<file path="src/rtl/acd_pkg.sv">
package acd_pkg;
    // =========================================
    // widths and register counts
    localparam int BUF_W    = 32;
    localparam int NUM_PRE  = 13;
    localparam int NUM_OPR  = 12;
    localparam int NUM_ENV  = 7;
    localparam int NUM_CUN  = 4;
    localparam int NUM_CMP  = 5;

    // =========================================
    // command codes
    localparam logic [7:0] CMD_SOFT_CHANGE  = 8'h28;
    localparam logic [7:0] CMD_SINGLE_START = 8'h2a;
    localparam logic [7:0] CMD_START_LOW    = 8'h50;
    localparam logic [7:0] CMD_START_HIGH   = 8'h51;
    localparam logic [7:0] CMD_HIGH_DECEL   = 8'h52;
    localparam logic [7:0] CMD_RAMPED       = 8'h53;
    localparam logic [7:0] CMD_PRE_FIRST    = 8'h80;
    localparam logic [7:0] CMD_OPR_FIRST    = 8'h90;
    localparam logic [7:0] CMD_ENV_FIRST    = 8'h9c;
    localparam logic [7:0] CMD_CUN_FIRST    = 8'ha3;
    localparam logic [7:0] CMD_CMP_FIRST    = 8'ha7;
    localparam logic [7:0] CMD_IRQ_EN       = 8'hac;
    localparam logic [7:0] CMD_INTERP_STEP  = 8'hbc;

    // =========================================
    // environment register one fields
    localparam int ENV1_START_TRIG_BIT = 18;
    localparam int ENV1_STOP_METH_BIT  = 19;
    // environment register five fields
    localparam int ENV5_SYNC_OUT_LSB   = 16;
    localparam int ENV5_SYNC_SRC_LSB   = 20;

    // =========================================
    // reset values
    localparam logic [BUF_W-1:0] REG_RST = 32'h0000_0000;

    // =========================================
    // motion modes
    typedef enum logic [2:0] {
        ACD_IDLE,
        ACD_RUN_LOW,
        ACD_RUN_HIGH,
        ACD_ACCEL,
        ACD_DECEL
    } acd_motion_t;
endpackage : acd_pkg

</file>
<file path="src/rtl/acd_axis_command_decoder.sv">
`timescale 1ns/10ps
// Functional notes
// 50h starts at low speed, no ramp
// 53h accelerates, then decelerates once ramp done
// 28h acts as change-start input
// env bit 18 picks level/edge start
// env bit 19 picks immediate/decel stop
// two-bit field selects sync source axis
// four-bit field selects sync output timing
// 80h..8Ch copy buffer to pre-registers
// 90h..9Bh copy buffer to operating registers
// 9Ch..A2h copy buffer to environment registers
// A3h..A6h load counters one to four
// A7h..ABh load comparators one to five
// ACh loads event interrupt enable
// BCh loads interpolation step register
// 51h starts directly at high speed
// 52h starts high, ends decelerating
// 2Ah applies common start to axis
// unlisted codes change nothing
module acd_axis_command_decoder
    import acd_pkg::*;
(
    // clock and reset
    input  wire logic             sys_clk,
    input  wire logic             sys_rst,
    // command port
    input  wire logic             cmd_valid,
    input  wire logic [7:0]       cmd_code,
    input  wire logic [BUF_W-1:0] data_buf,
    // external pins
    input  wire logic             common_start_input,
    input  wire logic             common_stop_input,
    input  wire logic             change_start_input,
    // motion feedback
    input  wire logic             ramp_done,
    input  wire logic             stop_done,
    input  wire logic [3:0]       sync_events,
    input  wire logic [3:0]       sync_in_axes,
    // motion state
    output logic [2:0]            motion_state,
    output logic                  pulse_enable,
    output logic                  change_start_event,
    output logic                  immediate_stop,
    output logic                  sync_in_sel,
    output logic                  sync_out,
    output logic                  cmd_accepted,
    // register images
    output logic [BUF_W-1:0]      environment_reg_one,
    output logic [BUF_W-1:0]      environment_reg_five,
    output logic [BUF_W-1:0]      counter_one,
    output logic [BUF_W-1:0]      comparator_one,
    output logic [BUF_W-1:0]      event_irq_enable_reg,
    output logic [BUF_W-1:0]      interp_step_reg,
    output logic [BUF_W-1:0]      next_amount_prereg,
    output logic [BUF_W-1:0]      low_speed_setting,
    output logic [BUF_W-1:0]      high_speed_setting
);

    // =========================================
    // register arrays
    logic [BUF_W-1:0] pre_ff [NUM_PRE];
    logic [BUF_W-1:0] opr_ff [NUM_OPR];
    logic [BUF_W-1:0] env_ff [NUM_ENV];
    logic [BUF_W-1:0] cun_ff [NUM_CUN];
    logic [BUF_W-1:0] cmp_ff [NUM_CMP];
    logic [BUF_W-1:0] irq_ff;
    logic [BUF_W-1:0] rci_ff;
    acd_motion_t      state_ff;
    acd_motion_t      nxt_state;
    logic             cstart_s1_ff, cstart_s2_ff, cstart_d_ff;
    logic             cstop_s1_ff, cstop_s2_ff;
    logic             pcs_s1_ff, pcs_s2_ff;
    logic             chg_ff;
    logic             istop_ff;

    // =========================================
    // pin synchronisers
    always_ff @(posedge sys_clk or posedge sys_rst) begin
        if (sys_rst) begin
            cstart_s1_ff <= 1'b0;
            cstart_s2_ff <= 1'b0;
            cstart_d_ff  <= 1'b0;
            cstop_s1_ff  <= 1'b0;
            cstop_s2_ff  <= 1'b0;
            pcs_s1_ff    <= 1'b0;
            pcs_s2_ff    <= 1'b0;
        end else begin
            cstart_s1_ff <= common_start_input;
            cstart_s2_ff <= cstart_s1_ff;
            cstart_d_ff  <= cstart_s2_ff;
            cstop_s1_ff  <= common_stop_input;
            cstop_s2_ff  <= cstop_s1_ff;
            pcs_s1_ff    <= change_start_input;
            pcs_s2_ff    <= pcs_s1_ff;
        end
    end

    // =========================================
    // command decode
    wire [7:0] pre_idx = cmd_code - CMD_PRE_FIRST;
    wire [7:0] opr_idx = cmd_code - CMD_OPR_FIRST;
    wire [7:0] env_idx = cmd_code - CMD_ENV_FIRST;
    wire [7:0] cun_idx = cmd_code - CMD_CUN_FIRST;
    wire [7:0] cmp_idx = cmd_code - CMD_CMP_FIRST;
    wire hit_pre  = cmd_valid && cmd_code >= CMD_PRE_FIRST && pre_idx < 8'(NUM_PRE);
    wire hit_opr  = cmd_valid && cmd_code >= CMD_OPR_FIRST && opr_idx < 8'(NUM_OPR);
    wire hit_env  = cmd_valid && cmd_code >= CMD_ENV_FIRST && env_idx < 8'(NUM_ENV);
    wire hit_cun  = cmd_valid && cmd_code >= CMD_CUN_FIRST && cun_idx < 8'(NUM_CUN);
    wire hit_cmp  = cmd_valid && cmd_code >= CMD_CMP_FIRST && cmp_idx < 8'(NUM_CMP);
    wire hit_irq  = cmd_valid && cmd_code == CMD_IRQ_EN;
    wire hit_rci  = cmd_valid && cmd_code == CMD_INTERP_STEP;
    wire start_low_speed_cmd    = cmd_valid && cmd_code == CMD_START_LOW;
    wire start_high_speed_cmd   = cmd_valid && cmd_code == CMD_START_HIGH;
    wire high_start_decel_cmd   = cmd_valid && cmd_code == CMD_HIGH_DECEL;
    wire ramped_start_cmd       = cmd_valid && cmd_code == CMD_RAMPED;
    wire soft_change_start_cmd  = cmd_valid && cmd_code == CMD_SOFT_CHANGE;
    wire single_axis_start_cmd  = cmd_valid && cmd_code == CMD_SINGLE_START;

    // =========================================
    // environment fields
    wire       ext_start_trigger_type = env_ff[0][ENV1_START_TRIG_BIT];
    wire       ext_stop_method        = env_ff[0][ENV1_STOP_METH_BIT];
    wire [1:0] sync_source_axis_sel   = env_ff[4][ENV5_SYNC_SRC_LSB +: 2];
    wire [3:0] sync_out_timing_sel    = env_ff[4][ENV5_SYNC_OUT_LSB +: 4];

    // start trigger type
    wire ext_start = ext_start_trigger_type ? (cstart_s2_ff && !cstart_d_ff) : cstart_s2_ff;
    // single axis start
    wire do_start  = ext_start || single_axis_start_cmd;
    // stop method
    wire ext_stop_now   = cstop_s2_ff && !ext_stop_method;
    wire ext_stop_decel = cstop_s2_ff && ext_stop_method;

    // =========================================
    // register writes
    always_ff @(posedge sys_clk or posedge sys_rst) begin
        if (sys_rst) begin
            for (int i = 0; i < NUM_PRE; i++) pre_ff[i] <= REG_RST;
            for (int i = 0; i < NUM_OPR; i++) opr_ff[i] <= REG_RST;
            for (int i = 0; i < NUM_ENV; i++) env_ff[i] <= REG_RST;
            for (int i = 0; i < NUM_CUN; i++) cun_ff[i] <= REG_RST;
            for (int i = 0; i < NUM_CMP; i++) cmp_ff[i] <= REG_RST;
            irq_ff <= REG_RST;
            rci_ff <= REG_RST;
        end else begin
            // pre-register copy
            if (hit_pre) pre_ff[pre_idx[3:0]] <= data_buf;
            // operating register copy
            if (hit_opr) opr_ff[opr_idx[3:0]] <= data_buf;
            // environment register copy
            if (hit_env) env_ff[env_idx[2:0]] <= data_buf;
            // counter load
            if (hit_cun) cun_ff[cun_idx[1:0]] <= data_buf;
            // comparator load
            if (hit_cmp) cmp_ff[cmp_idx[2:0]] <= data_buf;
            // irq enable load
            if (hit_irq) irq_ff <= data_buf;
            // interpolation step load
            if (hit_rci) rci_ff <= data_buf;
        end
    end

    // =========================================
    // motion state
    always_comb begin
        nxt_state = state_ff;
        if (ext_stop_now) begin
            nxt_state = ACD_IDLE;
        end else if (ext_stop_decel && state_ff != ACD_IDLE) begin
            // held stop still lets the decel finish
            nxt_state = (state_ff == ACD_DECEL && stop_done) ? ACD_IDLE : ACD_DECEL;
        end else if (start_low_speed_cmd) begin
            // low speed start
            nxt_state = ACD_RUN_LOW;
        end else if (start_high_speed_cmd) begin
            // high speed start
            nxt_state = ACD_RUN_HIGH;
        end else if (high_start_decel_cmd) begin
            // high start with decel
            nxt_state = ACD_DECEL;
        end else if (ramped_start_cmd) begin
            // ramped start
            nxt_state = ACD_ACCEL;
        end else if (do_start && state_ff == ACD_IDLE) begin
            nxt_state = ACD_RUN_LOW;
        end else begin
            unique case (state_ff)
                ACD_IDLE:     nxt_state = ACD_IDLE;
                ACD_RUN_LOW:  nxt_state = ACD_RUN_LOW;
                ACD_RUN_HIGH: nxt_state = ACD_RUN_HIGH;
                ACD_ACCEL:    nxt_state = ramp_done ? ACD_DECEL : ACD_ACCEL;
                ACD_DECEL:    nxt_state = stop_done ? ACD_IDLE : ACD_DECEL;
                default:      nxt_state = ACD_IDLE;
            endcase
        end
    end

    always_ff @(posedge sys_clk or posedge sys_rst) begin
        if (sys_rst) begin
            state_ff <= ACD_IDLE;
            chg_ff   <= 1'b0;
            istop_ff <= 1'b0;
        end else begin
            state_ff <= nxt_state;
            // soft change start
            chg_ff   <= soft_change_start_cmd || pcs_s2_ff;
            istop_ff <= ext_stop_now;
        end
    end

    // =========================================
    // sync signals
    // sync source select
    assign sync_in_sel  = sync_in_axes[sync_source_axis_sel];
    // sync output timing
    wire sync_pick = sync_out_timing_sel == 4'h0 ? 1'b0 : sync_events[sync_out_timing_sel[1:0]];
    logic sync_ff;
    always_ff @(posedge sys_clk or posedge sys_rst) begin
        if (sys_rst) sync_ff <= 1'b0;
        else         sync_ff <= sync_pick;
    end

    // unlisted codes ignored
    assign cmd_accepted = hit_pre || hit_opr || hit_env || hit_cun || hit_cmp || hit_irq || hit_rci
                       || start_low_speed_cmd || start_high_speed_cmd || high_start_decel_cmd
                       || ramped_start_cmd || soft_change_start_cmd || single_axis_start_cmd;

    assign motion_state         = state_ff;
    assign pulse_enable         = state_ff != ACD_IDLE;
    assign change_start_event   = chg_ff;
    assign immediate_stop       = istop_ff;
    assign sync_out             = sync_ff;
    assign environment_reg_one  = env_ff[0];
    assign environment_reg_five = env_ff[4];
    assign counter_one          = cun_ff[0];
    assign comparator_one       = cmp_ff[0];
    assign event_irq_enable_reg = irq_ff;
    assign interp_step_reg      = rci_ff;
    assign next_amount_prereg   = pre_ff[0];
    assign low_speed_setting    = opr_ff[1];
    assign high_speed_setting   = opr_ff[2];

    // =========================================
    // checks
    property p_low_start;
        @(posedge sys_clk) disable iff (sys_rst)
        (start_low_speed_cmd && !cstop_s2_ff) |=> state_ff == ACD_RUN_LOW;
    endproperty
    a_low_start: assert property (p_low_start) else $error("low start failed");

    property p_ramped;
        @(posedge sys_clk) disable iff (sys_rst)
        (ramped_start_cmd && !cstop_s2_ff) |=> state_ff == ACD_ACCEL;
    endproperty
    a_ramped: assert property (p_ramped) else $error("ramped start failed");

    property p_chg;
        @(posedge sys_clk) disable iff (sys_rst)
        soft_change_start_cmd |=> change_start_event;
    endproperty
    a_chg: assert property (p_chg) else $error("change start missing");

    property p_env1;
        @(posedge sys_clk) disable iff (sys_rst)
        (cmd_valid && cmd_code == CMD_ENV_FIRST) |=> environment_reg_one == $past(data_buf);
    endproperty
    a_env1: assert property (p_env1) else $error("env one not loaded");

    property p_stop_now;
        @(posedge sys_clk) disable iff (sys_rst)
        (cstop_s2_ff && !ext_stop_method) |=> state_ff == ACD_IDLE && immediate_stop;
    endproperty
    a_stop_now: assert property (p_stop_now) else $error("immediate stop failed");

    property p_decel_end;
        @(posedge sys_clk) disable iff (sys_rst)
        (state_ff == ACD_DECEL && stop_done && !cmd_valid) |=> state_ff == ACD_IDLE;
    endproperty
    a_decel_end: assert property (p_decel_end) else $error("decel stop never ended");

    property p_cun;
        @(posedge sys_clk) disable iff (sys_rst)
        (cmd_valid && cmd_code == CMD_CUN_FIRST) |=> counter_one == $past(data_buf);
    endproperty
    a_cun: assert property (p_cun) else $error("counter one not loaded");

    property p_irq;
        @(posedge sys_clk) disable iff (sys_rst)
        hit_irq |=> event_irq_enable_reg == $past(data_buf);
    endproperty
    a_irq: assert property (p_irq) else $error("irq enable not loaded");

    property p_rci;
        @(posedge sys_clk) disable iff (sys_rst)
        (cmd_valid && cmd_code != CMD_INTERP_STEP) |=> $stable(interp_step_reg);
    endproperty
    a_rci: assert property (p_rci) else $error("interp step changed");

    property p_unlisted;
        @(posedge sys_clk) disable iff (sys_rst)
        (cmd_valid && !cmd_accepted && !cstop_s2_ff && !do_start && state_ff == ACD_IDLE)
            |=> state_ff == ACD_IDLE && $stable(environment_reg_one);
    endproperty
    a_unlisted: assert property (p_unlisted) else $error("unlisted code acted");

endmodule : acd_axis_command_decoder

</file>
<file path="config.mk">
export PLATFORM = sky130hd
export DESIGN_NAME = acd_axis_command_decoder
export DESIGN_NICKNAME = d
export VERILOG_FILES = /design/src/rtl/acd_pkg.sv /design/src/rtl/acd_axis_command_decoder.sv
export SDC_FILE = /design/constraint.sdc
export NUM_CORES = 1
export LEC_CHECK = 0
export BUFFER_PORTS_ARGS = -buffer_cell sky130_fd_sc_hd__buf_2
export CAP_MARGIN = 20
export CORE_MARGIN = 2
export CORE_UTILIZATION = 52
export CTS_CLUSTER_DIAMETER = 150
export DETAILED_ROUTE_END_ITERATION = 16
export GPL_TIMING_DRIVEN = 0
export PLACE_DENSITY = 0.77
export SKIP_LAST_GASP = 1
export SYNTH_ARGS = -nofsm -noshare
export SYNTH_HDL_FRONTEND = slang
export SYNTH_SLANG_ARGS = --single-unit
</file>
<file path="constraint.sdc">
create_clock -name sys_clk -period 11.7 [get_ports sys_clk]
set_input_delay 0.585 -clock sys_clk [delete_from_list [all_inputs] [get_ports sys_clk]]
set_output_delay 0.585 -clock sys_clk [all_outputs]
set_load 0.02 [all_outputs]
</file>
==> impl_summary.md <==
Route
The highest layer touched by signal routing is met4. The via count is roughly 7600. The iteration count of the initial detailed-routing pass is 4. In the detailed route, the total length drawn on met2 is ~15000 um. The total wire length after detailed routing is around 31000 um.

After detailed routing, the wire length on met1 is around 13000 um. The number of antenna-violating nets in the routed design is 0. The number of violations reported at the end of detailed-routing iteration 0 is 327. The number of remaining DRC errors is 0.

Dividing the detail-routed wire length by the instance count gives about 22 um. After detailed routing, the number of vias per cell comes to approximately 5.4. Detailed routing placed a total of between 2000 and 2500 um of wire on met3.

Placed design
The HPWL after detailed placement is between 20000 and 25000 um. The worst setup slack before clock tree synthesis is approximately 8.3 ns. The area after detailed placement is between 10000 and 15000 um^2. The quantity of I/O buffers inserted on ports is ~350. The congestion estimate from routability-driven global placement came to roughly 0.84.

Job
Across the run, the number of max-cap violations was 0.

Synthesis
The warning count from the yosys run is 0. The fraction of registers with async set or reset after synthesis is 1.00. The count of cell types in the netlist is 48.

Synthesis handed over a netlist of 729 instances. The share of the yosys chip area belonging to registers is 0.633. The total of flip-flops plus latches after synthesis is between 300 and 400.

The total nets after synthesis is about 800. In this run, synthesis inferred 0 flip-flops with an integrated enable. In the synthesized netlist the dominant register cell turns out to be sky130_fd_sc_hd__dfrtp_1. In this run the mean area of a mapped cell was between 15 and 20 um^2. The cell area after synthesis is between 10000 and 15000 um^2.

Worst setup path
The type of the worst setup path is in -> out. The required time at the worst-slack endpoint is around 11 ns. The worst setup path is captured at an output port. The data arrival time at the worst-slack endpoint is about 2.4 ns.

STA classifies the critical path startpoint as an input pin. In this run the worst path has a maximum fanout of 8.

Clocking
Once the clock tree was built, the setup fixing pass inserted 0 buffers. In this run the clock root is driven by a sky130_fd_sc_hd__clkbuf_16. The post-cts sizing count is 0. In this run the deepest clock path goes through 3 buffers. The CTS H-tree depth is 1. The clock-pin transition on the worst setup and hold timing paths is roughly 0.060 ns. The tree built by TritonCTS fans out to around 300 sinks. In this run, post-CTS hold repair placed 0 buffers.

TritonCTS created 30 clock buffers. The TritonCTS clock tree is done. The clock latency of the later-clocked register in the worst-skew pair is ~0.55 ns.

Layout
Once layout is done, the placed cells without fillers occupy ~15000 um^2. At the end of the flow the core is filled with cells to 0.669. In the final layout, the share of cells above drive strength 1 is 0.632. From synthesis to final layout, the design area changed by 26.9%. Fill cells in the final layout number roughly 1700. At the end of the flow, the number of nets in the layout was about 1200. The top cell types in the final layout, fill and taps aside, are 364 x sky130_fd_sc_hd__buf_2, 301 x sky130_fd_sc_hd__dfrtp_1, 255 x sky130_fd_sc_hd__mux2_2. The most common cell after layout, fill and taps aside is sky130_fd_sc_hd__buf_2. The count of antenna diodes in the layout is 0.

Global route
The via count of the first global-routing pass is about 7700. The number of antenna violations at the first check in global routing came to 0. The maximum number of pins on one net before global-route repair is 135.

The global-route usage over all layers is 0.254. The first global-routing pass estimated ~47000 um of wire. The total grt overflow is 0.

Timing
The final max-slew violation count is 0. The remaining max-slew budget at the tightest pin is 0.343. At the pin with the least slew margin, the transition time is 0.985 ns. Between clock sinks in the finished design, the worst skew comes to between 0.004 and 0.005 ns.

For this run, the top clock speed supported by timing is 0.337 GHz. The number of setup violations in the final report is 0. In the finished design, the share of the clock period the worst path needs comes to 0.254.

The final critical-path required period is around 3.0 ns. The final hold violation count was 0. Setup repair after global routing left no endpoint under its margin.

The worst path meets setup with about 8.7 ns of slack.

Pwr
For this design the ratio of total power to cell area is between 150 and 200 nW/um^2. The net load switching power is ~0.00058 W. Of the total power, registers draw 0.477. The net switching share of the total power is 0.247. The largest vdd supply drop is ~0.12 mV.

Of the total power, the clock network draws 0.419. In this run the static leakage power is 8.70 nW. The internal power of the cells totals ~0.0018 W. The combinational power share is 0.104. Summing internal, switching and leakage power gives between 0.002 and 0.0025 W.

Floorplan
The die covers approximately 24000 um^2. The floorplan step set the die height to approximately 160 um. The starting utilization of the core area is 0.527. The total area inside the core boundary comes to roughly 23000 um^2. The horizontal extent of the die is 155 um. The total number of placement rows is 55.

353 I/O pins were placed.

Run status
The run finished with clean final reports.

Hold path
The class of the tightest hold or removal check is in -> async.
-- worst max-delay path, cell delays in order --
cell	delay, ns
sky130_fd_sc_hd__buf_2	0.12
sky130_fd_sc_hd__buf_4	0.17
sky130_fd_sc_hd__inv_1	0.18
sky130_fd_sc_hd__ha_1	0.24
sky130_fd_sc_hd__nor2b_1	0.21
sky130_fd_sc_hd__and4_1	0.31
sky130_fd_sc_hd__o22ai_1	0.11
sky130_fd_sc_hd__and3_1	0.20
sky130_fd_sc_hd__nand3_1	0.09
sky130_fd_sc_hd__buf_2	0.17
-- final cells by class --
type	instances	area (um^2)	share of cell area
buffer	33	253	0.0167
multi-input combinational	386	4090	0.270
clock inverter	10	149	0.00986
timing repair buffer	354	1820	0.120
tap	285	357	0.0236
clock buffer	44	873	0.0578
sequential	301	7530	0.499
inverter	9	41.3	0.00273
-- cell usage after synthesis, types with 2 or more instances --
library cell	number	area, um^2
sky130_fd_sc_hd__dfrtp_1	301	7530
sky130_fd_sc_hd__mux2_2	255	2870
sky130_fd_sc_hd__mux2_4	30	450
sky130_fd_sc_hd__buf_2	12	60.1
sky130_fd_sc_hd__nand2_1	11	41.3
sky130_fd_sc_hd__a21oi_1	10	50.1
sky130_fd_sc_hd__ha_1	10	125
sky130_fd_sc_hd__inv_1	9	33.8
sky130_fd_sc_hd__buf_6	8	90.1
sky130_fd_sc_hd__nor2_1	7	26.3
sky130_fd_sc_hd__o21ai_0	7	35.0
sky130_fd_sc_hd__buf_1	6	22.5
sky130_fd_sc_hd__nand3_1	5	25.0
sky130_fd_sc_hd__nor2b_1	4	25.0
sky130_fd_sc_hd__buf_12	3	60.1
sky130_fd_sc_hd__mux2_1	3	33.8
sky130_fd_sc_hd__nand4_1	3	18.8
sky130_fd_sc_hd__nor3b_1	3	22.5
sky130_fd_sc_hd__o21a_1	3	22.5
sky130_fd_sc_hd__and3_1	2	12.5
sky130_fd_sc_hd__and4_1	2	17.5
sky130_fd_sc_hd__clkbuf_1	2	7.51
sky130_fd_sc_hd__mux4_2	2	45.0
sky130_fd_sc_hd__nand2b_1	2	12.5
sky130_fd_sc_hd__nor3_1	2	10.0
sky130_fd_sc_hd__nor4_4	2	42.5
sky130_fd_sc_hd__o22ai_1	2	12.5
sky130_fd_sc_hd__o31ai_1	2	15.0
sky130_fd_sc_hd__xnor2_1	2	17.5
-- power groups by stage --
stage	registers, W	logic, W	clock network [W]
after global routing	0.00112	0.000261	0.00104
after CTS	0.00112	0.000246	0.00100
final	0.00112	0.000243	0.000981
after floorplan	0.00120	0.0000776	0
after global placement	0.00113	0.000239	0
after detailed placement	0.00114	0.000245	0
-- stage by stage --
stage	setup TNS, ns	hold WS [ns]	instances
CTS	0	0.0288	1422
finish	0	0.0365	1422
global placement	-78.14	0.337	1366
global route	0	0.0495	1422
floorplan	0	0.331	729
detailed placement	0	0.337	1368
-- final timing paths --
| kind | to | from | cells past startpoint | slack [ns] |
|---|---|---|---|---|
| min in group sys_clk | pcs_s1_ff$_DFF_PP0_ | change_start_input | 1 | 0.14 |
| min | counter_one[12]$_DFFE_PP0P_ | sys_rst | 2 | 0.04 |
| max reg2reg | motion_state[2]$_DFF_PP0_ | motion_state[0]$_DFF_PP0_ | 4 | 10.42 |
| max in group asynchronous | environment_reg_five[25]$_DFFE_PP0P_ | sys_rst | 4 | 10.23 |
| min reg2reg | pcs_s2_ff$_DFF_PP0_ | pcs_s1_ff$_DFF_PP0_ | 0 | 0.35 |
| max | cmd_accepted | cmd_code[2] | 10 | 8.73 |
-- logic make-up (layout without fill, tap and decap cells) --
| group | count (synthesis) | count (layout) | share of synthesized area |
|---|---|---|---|
| compound gates | 35 | 35 | 0.0200 |
| xor+xnor | 3 | 3 | 0.00221 |
| fa+ha+maj | 10 | 10 | 0.0105 |
| buf+inv | 42 | 450 | 0.0241 |
| flops | 301 | 301 | 0.633 |
| mux | 290 | 290 | 0.286 |
| simple gates | 48 | 48 | 0.0249 |
-- metal layers --
| metal | up-vias | global-route usage |
|---|---|---|
| met3 | 57 | 0.0591 |
| li1 | 3385 | - |
| met5 | - | 0 |
| met2 | 294 | 0.424 |
| met4 | 0 | 0.0817 |
| met1 | 3907 | 0.333 |
Power figures use the tool's default switching activity.
